==> config.mk <==
export PLATFORM = sky130hd
export DESIGN_NAME = counter_fault_reporting
export DESIGN_NICKNAME = d
export VERILOG_FILES = /design/src/rtl/fault_pkg.sv /design/src/rtl/counter_fault_reporting.sv /design/src/rtl/blink_gen.sv /design/src/rtl/channel_warnings.sv
export SDC_FILE = /design/constraint.sdc
export NUM_CORES = 1
export LEC_CHECK = 0
export BUFFER_PORTS_ARGS = -buffer_cell sky130_fd_sc_hd__buf_2
export CAP_MARGIN = 30
export CELL_PAD_IN_SITES_DETAIL_PLACEMENT = 0
export CELL_PAD_IN_SITES_GLOBAL_PLACEMENT = 2
export CORE_MARGIN = 3
export CORE_UTILIZATION = 31
export DETAILED_ROUTE_END_ITERATION = 8
export PLACE_DENSITY = 0.74
export SKIP_CTS_REPAIR_TIMING = 1
export SYNTH_ARGS = -nofsm -noshare
export SYNTH_HDL_FRONTEND = slang
export SYNTH_HIERARCHICAL = 1
export SYNTH_SLANG_ARGS = --single-unit
==> constraint.sdc <==
create_clock -name clk -period 2 [get_ports clk]
set_clock_uncertainty 0.1 [all_clocks]
set_input_delay 0.6 -clock clk [delete_from_list [all_inputs] [get_ports clk]]
set_output_delay 0.6 -clock clk [all_outputs]
set_load 0.01 [all_outputs]
==> src/rtl/fault_pkg.sv <==
// Shared constants and carrier types for the counter fault reporter
package fault_pkg;

    // No-error code, then major error codes, which are reported with a steady indicator
    localparam logic [15:0] CODE_NONE          = 16'h0000;
    localparam logic [15:0] CODE_COUNT_LOST    = 16'h1605;
    localparam logic [15:0] CODE_SETTINGS_LOST = 16'h1606;
    localparam logic [15:0] CODE_PLACEMENT     = 16'h1607;

    // Warning codes: base + 2 * kind + channel index
    localparam logic [15:0] CODE_WARN_BASE     = 16'h1800;
    localparam logic [15:0] CODE_OVERFLOW      = 16'h1800;
    localparam logic [15:0] CODE_LIMIT         = 16'h1802;
    localparam logic [15:0] CODE_SSI_JUMP      = 16'h1804;
    localparam logic [15:0] CODE_SSI_COMM      = 16'h1806;
    localparam logic [15:0] CODE_ZERO_CROSS    = 16'h1808;
    localparam int          WARN_KINDS         = 5;
    localparam int          NUM_CH             = 2;

    // Blink timing: full period in seconds, clock in hertz
    localparam real         BLINK_PERIOD_S     = 0.5;
    localparam real         CLK_FREQ_HZ        = 250.0e6;
    // Half period in cycles, rounded down, never below one
    localparam int          BLINK_HALF_RAW     = int'($floor(BLINK_PERIOD_S * CLK_FREQ_HZ / 2.0));
    localparam int          BLINK_HALF_CYC     = (BLINK_HALF_RAW < 1) ? 1 : BLINK_HALF_RAW;

    // Per-channel events from the counting and encoder logic, one-cycle pulses
    typedef struct packed {
        logic overflow;      // Counter wrapped past its range
        logic limitHit;      // Linear count passed upper or lower limit
        logic limitWrap;     // Count went from maximum back to minimum
        logic ssiSample;     // A new encoder reading was taken
        logic ssiJumpBad;    // That reading moved more than allowed
        logic ssiCommFault;  // Link fault or failed parity
        logic zeroCross;     // Absolute position crossed zero
        logic counterClear;  // Clear, reset or preset of the counter
        logic runInstr;      // Counter start instruction executed again
    } chEvt_t;

    // Per-channel warning flags; bit order equals code order within a channel
    typedef struct packed {
        logic zeroCross;     // Bit 4
        logic ssiComm;       // Bit 3
        logic ssiJump;       // Bit 2
        logic limit;         // Bit 1
        logic overflow;      // Bit 0
    } chWarn_t;

endpackage

==> src/rtl/counter_fault_reporting.sv <==
// Fault and warning reporter of a two-channel counter and encoder module
`timescale 1ns/10ps
module counter_fault_reporting
    import fault_pkg::*;
#(
    parameter int NCH       = NUM_CH,
    parameter int BLINK_HALF = BLINK_HALF_CYC
) (
    input  wire logic              clk,
    input  wire logic              rst_n,
    input  wire logic              clkEn,
    input  wire logic              countLossDetect,
    input  wire logic              settingsLossDetect,
    input  wire logic              configDownload,
    input  wire logic              placementMismatch,
    input  wire chEvt_t [NCH-1:0]  chEvt,
    output logic        [15:0]     errorCode,
    output logic                   majorError,
    output logic                   warningActive,
    output logic                   errorLed,
    output chWarn_t     [NCH-1:0]  chWarn
);

    // The code layout only has room for two channels
    if (NCH != NUM_CH) begin : gBadNch
        $error("counter_fault_reporting: NCH must equal 2");
    end
    if (BLINK_HALF < 1) begin : gBadBlink
        $error("counter_fault_reporting: BLINK_HALF must be at least 1");
    end

    // Lowest active code wins: majors first, then warnings by kind, channel
    function automatic logic [15:0] pickCode(
        input logic               cntLost,
        input logic               setLost,
        input logic               placeBad,
        input chWarn_t [NCH-1:0]  w
    );
        logic [15:0] code;
        logic [4:0]  bits;
        code = CODE_NONE;
        // Walk from the highest code down so the lowest ends up kept
        for (int k = WARN_KINDS - 1; k >= 0; k--) begin
            for (int c = NCH - 1; c >= 0; c--) begin
                bits = w[c];
                if (bits[k]) begin
                    code = CODE_WARN_BASE + 16'(2 * k + c);
                end
            end
        end
        if (placeBad) begin
            code = CODE_PLACEMENT;
        end
        if (setLost) begin
            code = CODE_SETTINGS_LOST;
        end
        if (cntLost) begin
            code = CODE_COUNT_LOST;
        end
        return code;
    endfunction

    // Major error, warning and indicator state
    logic              countLost_r;     // Retained count lost
    logic              countLost_nxt;
    logic              settingsLost_r;  // Retained settings lost
    logic              settingsLost_nxt;
    logic              placeBad_r;      // Setup does not match placement
    logic [15:0]       errorCode_r;     // Reported code
    logic              majorError_r;    // Any major error
    logic              warning_r;       // Any warning
    chWarn_t [NCH-1:0] warn;            // Channel flags
    logic              blink;           // Blink phase

    // Decoded conditions
    wire        anyWarn      = |warn;
    wire        anyMajor     = countLost_r | settingsLost_r | placeBad_r;
    wire [15:0] codeNxt      = pickCode(countLost_r, settingsLost_r, placeBad_r, warn);
    // Blinking is allowed only while warnings stand and nothing major is up
    wire        blinkEn      = warning_r & ~majorError_r;

    // Count loss has no software clear: only reset, i.e. power cycle, ends it
    assign countLost_nxt    = countLost_r | countLossDetect;
    // Download clears, but a new loss in that cycle keeps the flag
    assign settingsLost_nxt = (settingsLost_r & ~configDownload) | settingsLossDetect;

    // Major flags
    always_ff @(posedge clk or negedge rst_n) begin
        if (!rst_n) begin
            countLost_r    <= 1'b0;
            settingsLost_r <= 1'b0;
            placeBad_r     <= 1'b0;
        end else if (clkEn) begin
            countLost_r    <= countLost_nxt;
            settingsLost_r <= settingsLost_nxt;
            placeBad_r     <= placementMismatch;
        end
    end

    // One flag block per channel
    for (genvar c = 0; c < NCH; c++) begin : gCh
        channel_warnings uWarn (
            .clk   (clk),
            .rst_n (rst_n),
            .clkEn (clkEn),
            .evt   (chEvt[c]),
            .warn  (warn[c])
        );
    end

    // Reported code and summary flags, one cycle behind the flags
    always_ff @(posedge clk or negedge rst_n) begin
        if (!rst_n) begin
            errorCode_r  <= CODE_NONE;
            majorError_r <= 1'b0;
            warning_r    <= 1'b0;
        end else if (clkEn) begin
            errorCode_r  <= codeNxt;
            majorError_r <= anyMajor;
            warning_r    <= anyWarn;
        end
    end

    // Blinks only while warnings stand and nothing major is up
    blink_gen #(
        .HALF_CYC (BLINK_HALF)
    ) uBlink (
        .clk    (clk),
        .rst_n  (rst_n),
        .clkEn  (clkEn),
        .enable (blinkEn),
        .blink  (blink)
    );

    // Steady for majors, blinking for warnings; no stop output, so all runs on
    assign errorLed      = majorError_r | (warning_r & blink);
    assign errorCode     = errorCode_r;
    assign majorError    = majorError_r;
    assign warningActive = warning_r;
    assign chWarn        = warn;

    // Counter of cycles a blink phase has lasted, for the period check
    localparam int PW = $clog2(BLINK_HALF + 2);
    logic [PW-1:0] phaseLen_r;
    logic          blinkPrev_r;
    always_ff @(posedge clk or negedge rst_n) begin
        if (!rst_n) begin
            phaseLen_r  <= '0;
            blinkPrev_r <= 1'b0;
        end else if (clkEn) begin
            blinkPrev_r <= blink;
            // Restart with the generator, else a stale count spoils the first phase
            if (!blinkEn) begin
                phaseLen_r <= '0;
            end else if (blink != blinkPrev_r) begin
                phaseLen_r <= PW'(1);
            end else begin
                phaseLen_r <= phaseLen_r + 1'b1;
            end
        end
    end
endmodule

==> src/rtl/blink_gen.sv <==
// Square-wave generator for the blinking warning indicator
`timescale 1ns/10ps
module blink_gen
    import fault_pkg::*;
#(
    parameter int HALF_CYC = BLINK_HALF_CYC
) (
    input  wire logic clk,
    input  wire logic rst_n,
    input  wire logic clkEn,
    input  wire logic enable,
    output logic      blink
);

    // A zero-length half period cannot toggle sensibly
    if (HALF_CYC < 1) begin : gBadHalf
        $error("blink_gen: HALF_CYC must be at least 1");
    end

    localparam int CW = (HALF_CYC < 2) ? 1 : $clog2(HALF_CYC);

    logic [CW-1:0] count_r;   // Cycles spent in the current half
    logic          blink_r;   // Indicator phase
    wire           halfDone = (count_r == CW'(HALF_CYC - 1));

    // Restart from dark whenever blinking stops so each burst starts alike
    always_ff @(posedge clk or negedge rst_n) begin
        if (!rst_n) begin
            count_r <= '0;
            blink_r <= 1'b0;
        end else if (clkEn) begin
            if (!enable) begin
                count_r <= '0;
                blink_r <= 1'b0;
            end else if (halfDone) begin
                count_r <= '0;
                blink_r <= ~blink_r;
            end else begin
                count_r <= count_r + 1'b1;
            end
        end
    end

    assign blink = blink_r;

endmodule

==> src/rtl/channel_warnings.sv <==
// Warning flags of one counter channel
`timescale 1ns/10ps
module channel_warnings
    import fault_pkg::*;
(
    input  wire logic    clk,
    input  wire logic    rst_n,
    input  wire logic    clkEn,
    input  wire chEvt_t  evt,
    output chWarn_t      warn
);

    chWarn_t warn_r;    // Flag state
    chWarn_t warn_nxt;  // Next flag state

    // Clearing conditions shared by overflow and zero-crossing
    wire counterReset = evt.counterClear | evt.runInstr;

    // Each set term except the jump flag's is ORed last so an event in a clear cycle is kept
    always_comb begin
        warn_nxt = warn_r;
        warn_nxt.overflow  = (warn_r.overflow & ~counterReset) | evt.overflow;
        warn_nxt.limit     = (warn_r.limit & ~evt.limitWrap) | evt.limitHit;
        // Each reading decides the flag afresh
        if (evt.ssiSample) begin
            warn_nxt.ssiJump = evt.ssiJumpBad;
        end
        // Link faults stay until the start instruction is run again
        warn_nxt.ssiComm   = (warn_r.ssiComm & ~evt.runInstr) | evt.ssiCommFault;
        warn_nxt.zeroCross = (warn_r.zeroCross & ~counterReset) | evt.zeroCross;
    end

    // Reset stands for a module restart and clears everything
    always_ff @(posedge clk or negedge rst_n) begin
        if (!rst_n) begin
            warn_r <= '0;
        end else if (clkEn) begin
            warn_r <= warn_nxt;
        end
    end

    assign warn = warn_r;

endmodule

==> results.md, run 1 <==
- CTS tree: done
- First-pass GRT wire length: 11.2 mm
- Final wirelength: 6.63 mm
- Startpoint types: flop
- Drt drc: 0
- Worst setup margin: -0.146 ns
- I/O Buffers: between 40 and 50
- Initial antenna violation count: 0
- Total track usage: 0.141
- Crit Path Class: flop to flop
- Pre-CTS WS: -0.137 ns
- Final max-slew violation count: 0
- Register area: ~0.0012 mm²
- Area Growth Syn to Fin: 24.1%
- Clk slew on worst S/H paths: 0.11 ns
- Post-synthesis sequential area ratio: 0.463
- Final #Nets: 362
- Number of synthesized flops with an enable pin: 0
- Cells along the critical path: ha_1 -> or4b_1 -> or4_4 -> o21ai_4 -> buf_12 -> a22oi_1
- Initial core utilization: 0.321
- TritonCTS Sinks: between 40 and 50
- HPWL after DPL: 4.81 mm
- Crit. End Element: flop
- Die area: 0.00969 mm²
- Final period util: 1.07
- Endpoints failing setup: 27
- Fillers: 822
- Multi-input gate area: between 0.001 and 0.0015 mm²
- Post-synth top area share: 0.463
- Layout Utilization: 0.398
- Worst skew pair latency: 0.32 ns
- Clock root cell: clkbuf_8
- Async SR Flop Fraction: 1.00
- Status: finished with violations
- Crit-path max FO: 26
- Number of synthesis warnings: 6
- Antenna-violating nets left: 0
- DRT iter0 DRCs: 121
- Vias in the first global route: 2246
- Layout cells sized above 1: 0.329
- Req. time, crit path: 2.09 ns
- Cell leakage power: approximately 0.0014 µW
- Synth cell count leaders: 49 x dfrtp_1, 19 x nand2_1, 14 x a21oi_1, 14 x nor2_1, 13 x nand3_1
- Drt pass-1 iters: 4
- Row cnt: 33
- Hold_ws: 0.110 ns
- I/O pin count: 54
- Distinct cell type count after synthesis: 60
- Slowest cell on the critical path: or4_4
- Synth Cell Area: 0.00265 mm²
- Core area: 0.00826 mm²
- Tmin final: 2.15 ns
- # H-tree levels: 2
- Fmax: between 400 and 500 MHz
- Main synth FF type: dfrtp_1
- Max cap viols: 0
- Pin count of the biggest net entering global routing: 44
- Total power draw: roughly 2000 µW
- Die Span X: 98.4 µm
- Via count: 2278
- Synth area leader: dfrtp_1
- Cell Pwr Density: ~610 mW/mm²
- Cell Count, Final, Fillers Out: 442
- Hold WC Path Type: input pin to asynchronous set/reset pin
- CTS buffer count: 5
- GP Congestion: 0.782
- Worst EP arrival: 2.24 ns
- Max incr delay on CP: 0.51 ns
- Post-Syn Area per Cell: about 10 µm²
- Antenna fix cells: 0
- Register bit total from synthesis: 49
- DP Cell Count: 434
- Top post-synthesis cells by area: dfrtp_1 46%, buf_4 3.4%, a22oi_1 3.1%
- Most common cell in the netlist: dfrtp_1
- DR vias/cell: a little over 5
- Max IR drop VDD: 0.000452 V
- Drt wl/cell: 15.0 µm
- Final Hold Viols: 0
- Syn Inst Count: 263
- Die H: 98.4 µm
- Total gr overflow: 0
- RSZ-0062 raised after global routing: yes
- Clock buffer depth: 2
- Failing checks: setup timing
[metrics by stage]
stage / cell area, µm² / setup TNS [ns]
final: 3290 / -3.52
after global routing: 3290 / -6.55
after CTS: 3290 / -3.74
after detailed placement: 3170 / -3.05
after global placement: 3170 / -2.61
after floorplan: 2670 / -4.14
[registers in the layout, summed over array words and instances, names as in the netlist]
name and flops:
uBlink/count_r 26, gCh.uWarn/warn 10, errorCode 7, countLost_r 1, majorError 1, placeBad_r 1
settingsLost_r 1, uBlink/blink 1, warningActive 1
[metal layers]
metal,global-route usage,share of wire
met2,0.220,0.45
met3,0.0255,0.035
met5,0,0
met4,0.0378,0.0065
met1,0.203,0.51
[critical path, delay by kind of cell, from the launching register on]
| kind | cells | cell delay (ns) |
|---|---|---|
| compound gates | 2 | 0.26 |
| fa+ha+maj | 1 | 0.16 |
| buf+inv | 1 | 0.19 |
| flops | 1 | 0.37 |
| simple gates | 2 | 0.93 |
[cell families after synthesis]
logic type,share of synthesized area
simple gates,0.234
buf+inv,0.0704
fa+ha+maj,0.00473
xor+xnor,0.0298
mux,0.0156
other cells,0.00142
compound gates,0.181
flops,0.463
[cell type report]
cell class	count	area share
multi-input combinational	193	0.384
sequential	49	0.373
timing repair buffer	80	0.160
tap	105	0.0400
clock buffer	5	0.0209
clock inverter	3	0.0145
inverter	7	0.00799
[path summary, 6_finish.rpt]
kind | startpoint | end | slack [ns] | depth (start not counted)
worst max register to register | uBlink/count_r[0] | uBlink/count_r[17] | -0.15 | 6
worst min register to register | errorCode[10] | errorCode[10] | 0.41 | 2
max in group asynchronous | rst_n | uBlink/count_r[13] | 1.15 | 2
worst max-delay path | uBlink/count_r[0] | uBlink/count_r[17] | -0.15 | 6
worst min-delay path | rst_n | uBlink/count_r[3] | 0.11 | 1
min in group clk | countLossDetect | countLost_r | 0.37 | 2
[cell usage in the layout (no fill, tap or decap), drive strengths merged, types with 7 or more instances in the layout]
master,count
nor2,14
buf,80
a22o,9
nand2,21
o31ai,7
a22oi,11
nand3,13
or3,7
a21oi,14
inv,9
dfrtp,49
nand4,7
o21ai,14
conb,8
[power breakdown]
part           switching [µW]  total, µW  internal, µW
clock network             374        756           382
logic                     107        197          89.9
registers                43.0       1060          1020
total                     524       2020          1490
Note: power is estimated with default switching activity, not from simulation.
==> inputs of run 2 (changes only) <==
--- a/config.mk
+++ b/config.mk
@@ -18,3 +18,4 @@
 export SYNTH_HDL_FRONTEND = slang
 export SYNTH_HIERARCHICAL = 1
 export SYNTH_SLANG_ARGS = --single-unit
+export TNS_END_PERCENT = 5
==> results.md, run 2 (synthesis gave the netlist of run 1 again) <==
- Status: finished with violations
- Failing checks: setup timing
- Slowest cell on the critical path: or4_4
- Clock root cell: clkbuf_8
- Final #Nets: 365 (+0.83%)
- Total power draw: 1900 µW (-5.9%)
- Total gr overflow: 0 (unchanged)
- I/O pin count: 54 (unchanged)
- Layout Utilization: 0.397 (-0.000757)
- Max incr delay on CP: 0.51 ns (about the same)
- Row cnt: 33 (unchanged)
- Final period util: 1.08 (+0.00544)
- Clock buffer depth: 2 (unchanged)
- Total track usage: 0.140 (-0.00132)
- Req. time, crit path: 2.09 ns (about the same)
- Crit-path max FO: 8 (-69%)
- Layout cells sized above 1: 0.335 (+0.00592)
- Commonest cells after routing, fill and taps aside: 49 x dfrtp_1, 45 x buf_2, 36 x buf_4
- Cell Pwr Density: 579 mW/mm² (-5.7%)
- Die area: 0.00969 mm² (unchanged)
- Pin count of the biggest net entering global routing: 50 (+14%)
- HPWL after DPL: 4.83 mm (+0.47%)
- Max IR drop VDD: 0.000261 V (-42%)
- Max cap viols: 0 (unchanged)
- Worst skew pair latency: 0.30 ns (-0.02 ns)
- Cell leakage power: 0.00140 µW (+0.44%)
- Worst reg2reg path startpoint: uBlink/count_r[1]
- Crit Path Class: flop to flop
- Pre-CTS WS: -0.146 ns (-0.00858 ns)
- TritonCTS Sinks: 49 (unchanged)
- Most flops, register: uBlink/count_r
- GP Congestion: 0.804 (+2.8%)
- Worst reg2reg path endpoint: uBlink/count_r[3]
- Crit. End Element: flop
- Fillers: 836 (+1.7%)
- Worst EP arrival: 2.25 ns (about the same)
- # H-tree levels: 2 (unchanged)
- Hold WC Path Type: input pin to asynchronous set/reset pin
- RSZ-0062 raised after global routing: yes
- Endpoints failing setup: 27 (unchanged)
- Die Span X: 98.4 µm (unchanged)
- R2r worst-path depth: 6 (unchanged)
- Initial antenna violation count: 0 (unchanged)
- Drt drc: 0 (unchanged)
- Design area: 0.00328 mm² (-0.19%)
- Via count: 2294 (+0.70%)
- Vias in the first global route: 2175 (-3.2%)
- Worst Setup EP: uBlink/count_r[3]
- Crit path launch: uBlink/count_r[1]
- Antenna fix cells: 0 (unchanged)
- Worst setup margin: -0.157 ns (-0.0109 ns)
- Area Growth Syn to Fin: 23.9%
- CTS tree: done
- Die H: 98.4 µm (unchanged)
- DR vias/cell: 5.16 (about the same)
- Fmax: 464 MHz (-0.50%)
- First-pass GRT wire length: 11.1 mm (-0.81%)
- I/O Buffers: 45 (unchanged)
- DRT iter0 DRCs: 180 (+49%)
- Drt wl/cell: 14.9 µm (-0.76%)
- CTS buffer count: 5 (unchanged)
- Antenna-violating nets left: 0 (unchanged)
- Initial core utilization: 0.321 (unchanged)
- Placed cell areas: 0.00318 mm² (+0.32%)
- Max FFs per register: 26 (unchanged)
- Final wirelength: 6.63 mm (about the same)
- Hold_ws: 0.172 ns (+0.0628 ns)
- Tmin final: 2.16 ns (+0.0109 ns)
- Core area: 0.00826 mm² (unchanged)
- Clk slew on worst S/H paths: 0.10 ns (about the same)
- Commonest non-fill, non-tap cell in the layout: dfrtp_1
- Startpoint types: flop
- Drt pass-1 iters: 4 (unchanged)
- Final max-slew violation count: 0 (unchanged)
- Cells along the critical path: ha_1 -> or4b_1 -> or4_4 -> o21ai_4 -> buf_4 -> o211ai_1
- Final Hold Viols: 0 (unchanged)
- R2R Setup Slk: -0.16 ns (about the same)
-- run 2: layout make-up --
cell class | instances | area (µm²) | share of cell area
Inverter | 7 | 26.3 | 0.00801
Clock inverter | 2 | 17.5 | 0.00534
Multi-Input combinational cell | 193 | 1260 | 0.384
Clock buffer | 6 | 82.6 | 0.0252
Timing Repair Buffer | 83 | 536 | 0.163
Tap cell | 105 | 131 | 0.0400
Sequential cell | 49 | 1230 | 0.374
-- run 2: worst max-delay path, delay by kind of cell, from the launching register on --
| family | cells | cell delay, ns |
|---|---|---|
| AOI/OAI and AO/OA | 2 | 0.27 |
| adders and majority gates | 1 | 0.16 |
| buffers and inverters | 1 | 0.19 |
| DFF | 1 | 0.38 |
| and+or+nand+nor | 2 | 0.94 |
-- run 2: power breakdown --
part / switching (µW) / internal, µW
clock: 350 / 288
sequential: 43.3 / 1020
combinational: 108 / 88.7
total: 502 / 1400
-- run 2: worst min-delay path by stage --
| stage | from | to | slack [ns] |
|---|---|---|---|
| 2_1_floorplan | rst_n | countLost_r | 0.20 |
| 3_3_place_gp | placeBad_r | placeBad_r | 0.39 |
| 6_report | rst_n | majorError | 0.17 |
| 5_1_grt | rst_n | uBlink/blink | 0.18 |
| 3_5_place_dp | errorCode[2] | errorCode[2] | 0.41 |
| 4_1_cts | rst_n | majorError | 0.17 |
-- run 2: through the flow --
step                      instances  TNS, ns
final                           445    -3.82
after global routing            445    -6.81
after CTS                       445    -4.10
after detailed placement        437    -3.30
after global placement          437    -2.38
after floorplan                 270    -4.14
-- run 2: metal layers --
layer / up-vias / routed length [µm] / GRT usage
li1: 1121 / - / -
met2: 48 / 3100 / 0.209
met1: 1121 / 3240 / 0.212
met3: 4 / 216 / 0.0212
met4: 0 / 65 / 0.0378
met5: - / 0 / 0
==> inputs of run 3 (changes only) <==
--- a/config.mk
+++ b/config.mk
@@ -12,6 +12,7 @@
 export CORE_MARGIN = 3
 export CORE_UTILIZATION = 31
 export DETAILED_ROUTE_END_ITERATION = 8
+export MAX_ROUTING_LAYER = met4
 export PLACE_DENSITY = 0.74
 export SKIP_CTS_REPAIR_TIMING = 1
 export SYNTH_ARGS = -nofsm -noshare
==> results.md, run 3 (synthesis gave the netlist of run 1 again) <==
- Antenna fix cells: 0 (unchanged)
- Grt met1 use: 0.210 (-0.00134)
- I/O Buffers: 45 (unchanged)
- I/O pin count: 54 (unchanged)
- Cells along the critical path: ha_1 -> or4b_1 -> or4_4 -> o21ai_4 -> buf_4 -> o211ai_1
- Via count: 2296 (+0.087%)
- GR Layer Usage met2: 0.210 (+0.00104)
- Total power draw: 1900 µW (about the same)
- Clock buffer depth: 2 (unchanged)
- Total track usage: 0.144 (+0.00403)
- Clk slew on worst S/H paths: 0.10 ns (about the same)
- R2R Setup Slk: -0.16 ns (about the same)
- Fmax: 463 MHz (about the same)
- Cell Pwr Density: 578 mW/mm² (about the same)
- Commonest cells after routing, fill and taps aside: 49 x dfrtp_1, 45 x buf_2, 36 x buf_4
- Area Growth Syn to Fin: 23.9% (unchanged)
- Max incr delay on CP: 0.51 ns (about the same)
- Pin count of the biggest net entering global routing: 50 (unchanged)
- Initial antenna violation count: 0 (unchanged)
- Hold WC Path Type: input pin to asynchronous set/reset pin
- Total gr overflow: 0 (unchanged)
- Most flops, register: uBlink/count_r
- Global route hottest layer: met1
- # H-tree levels: 2 (unchanged)
- Final period util: 1.08 (about the same)
- R2r worst-path depth: 6 (unchanged)
- Clock root cell: clkbuf_8
- Startpoint types: flop
- Fillers: 836 (unchanged)
- Worst reg2reg path endpoint: uBlink/count_r[3]
- RSZ-0062 raised after global routing: yes
- Die area: 0.00969 mm² (unchanged)
- Worst EP arrival: 2.25 ns (about the same)
- Final wirelength: 6.63 mm (about the same)
- Worst skew pair latency: 0.30 ns (about the same)
- CTS tree: done
- Vias in the first global route: 2180 (+0.23%)
- Worst path bufs/invs: 1 (unchanged)
- Tmin final: 2.16 ns (+0.000345 ns)
- Endpoints failing setup: 27 (unchanged)
- Failing checks: setup timing
- CTS buffer count: 5 (unchanged)
- GP Congestion: 0.816 (+1.4%)
- TritonCTS Sinks: 49 (unchanged)
- Crit-path max FO: 8 (unchanged)
- Row cnt: 33 (unchanged)
- Max IR drop VDD: 0.000262 V (+0.38%)
- Die H: 98.4 µm (unchanged)
- Core area: 0.00826 mm² (unchanged)
- Status: finished with violations
- Cell Count, Final, Fillers Out: 445 (unchanged)
- Crit Path Class: flop to flop
- Worst reg2reg path startpoint: uBlink/count_r[1]
- Final max-slew violation count: 0 (unchanged)
- Cell leakage power: 0.00140 µW (unchanged)
- Slowest cell on the critical path: or4_4
- Antenna-violating nets left: 0 (unchanged)
- Req. time, crit path: 2.09 ns (about the same)
- TNS Setup: -3.78 ns (+0.0415 ns)
- CP top delay family: simple AND/OR/NAND/NOR gates
- Drt pass-1 iters: 4 (unchanged)
- Max FFs per register: 26 (unchanged)
- Max cap viols: 0 (unchanged)
- Drt wl/cell: 14.9 µm (about the same)
- Initial core utilization: 0.321 (unchanged)
- Drt drc: 0 (unchanged)
- DRT iter0 DRCs: 189 (+5.0%)
- GR Layer Usage met3: 0.0212 (unchanged)
- DR vias/cell: 5.16 (about the same)
- Worst setup margin: -0.158 ns (-0.000345 ns)
- Die Span X: 98.4 µm (unchanged)
- Layout cells sized above 1: 0.335 (unchanged)
- Commonest non-fill, non-tap cell in the layout: dfrtp_1
- Crit. End Element: flop
- Final #Nets: 365 (unchanged)
- DP Cell Count: 437 (unchanged)
- HPWL after DPL: 4.83 mm (unchanged)
- Final Hold Viols: 0 (unchanged)
- First-pass GRT wire length: 11.1 mm (-0.19%)
-- run 3: cell counts in the layout (fill, tap and decap cells not counted) --
No cell type changed its count.
-- run 3: layout make-up --
cell class	count	area, µm²	share of cell area
Tap cell	105	131	0.0400
Multi-Input combinational cell	193	1260	0.384
Clock buffer	6	82.6	0.0252
Timing Repair Buffer	83	536	0.163
Inverter	7	26.3	0.00801
Sequential cell	49	1230	0.374
Clock inverter	2	17.5	0.00534
-- run 3: worst max path at each step --
stage,start,endpoint,slack [ns],cells after the start
6_report,uBlink/count_r[1],uBlink/count_r[3],-0.16,6
5_1_grt,uBlink/count_r[0],uBlink/count_r[3],-0.28,6
4_1_cts,uBlink/count_r[1],uBlink/count_r[4],-0.17,6
3_5_place_dp,uBlink/count_r[1],uBlink/count_r[3],-0.15,6
3_3_place_gp,uBlink/count_r[0],uBlink/count_r[23],-0.11,6
2_1_floorplan,uBlink/count_r[0],uBlink/count_r[15],-0.20,6
-- run 3: layer usage --
metal,up-vias,part of all wire
met3,4,0.032
met2,43,0.47
li1,1121,-
met1,1128,0.49
met4,0,0.0097
met5,-,0
-- run 3: where the power goes --
group	switching, µW	internal (µW)
combinational	109	88.8
clock	349	288
sequential	42.8	1020
total	501	1400
-- run 3: worst reg2reg max path, cell delays in order (launching register included) --
cell	delay (ns)
dfrtp_1	0.38
ha_1	0.16
or4b_1	0.43
or4_4	0.51
o21ai_4	0.18
buf_4	0.19
o211ai_1	0.10
-- run 3: stage by stage --
step	util	worst slack, ns	hold slack (ns)	instance area [µm²]
2_1_floorplan	-	-0.199	0.204	2670
3_3_place_gp	0.385	-0.112	0.385	3180
4_1_cts	0.397	-0.169	0.170	3280
6_report	0.397	-0.158	0.158	3280
3_5_place_dp	0.385	-0.146	0.411	3180
5_1_grt	0.397	-0.284	0.184	3280
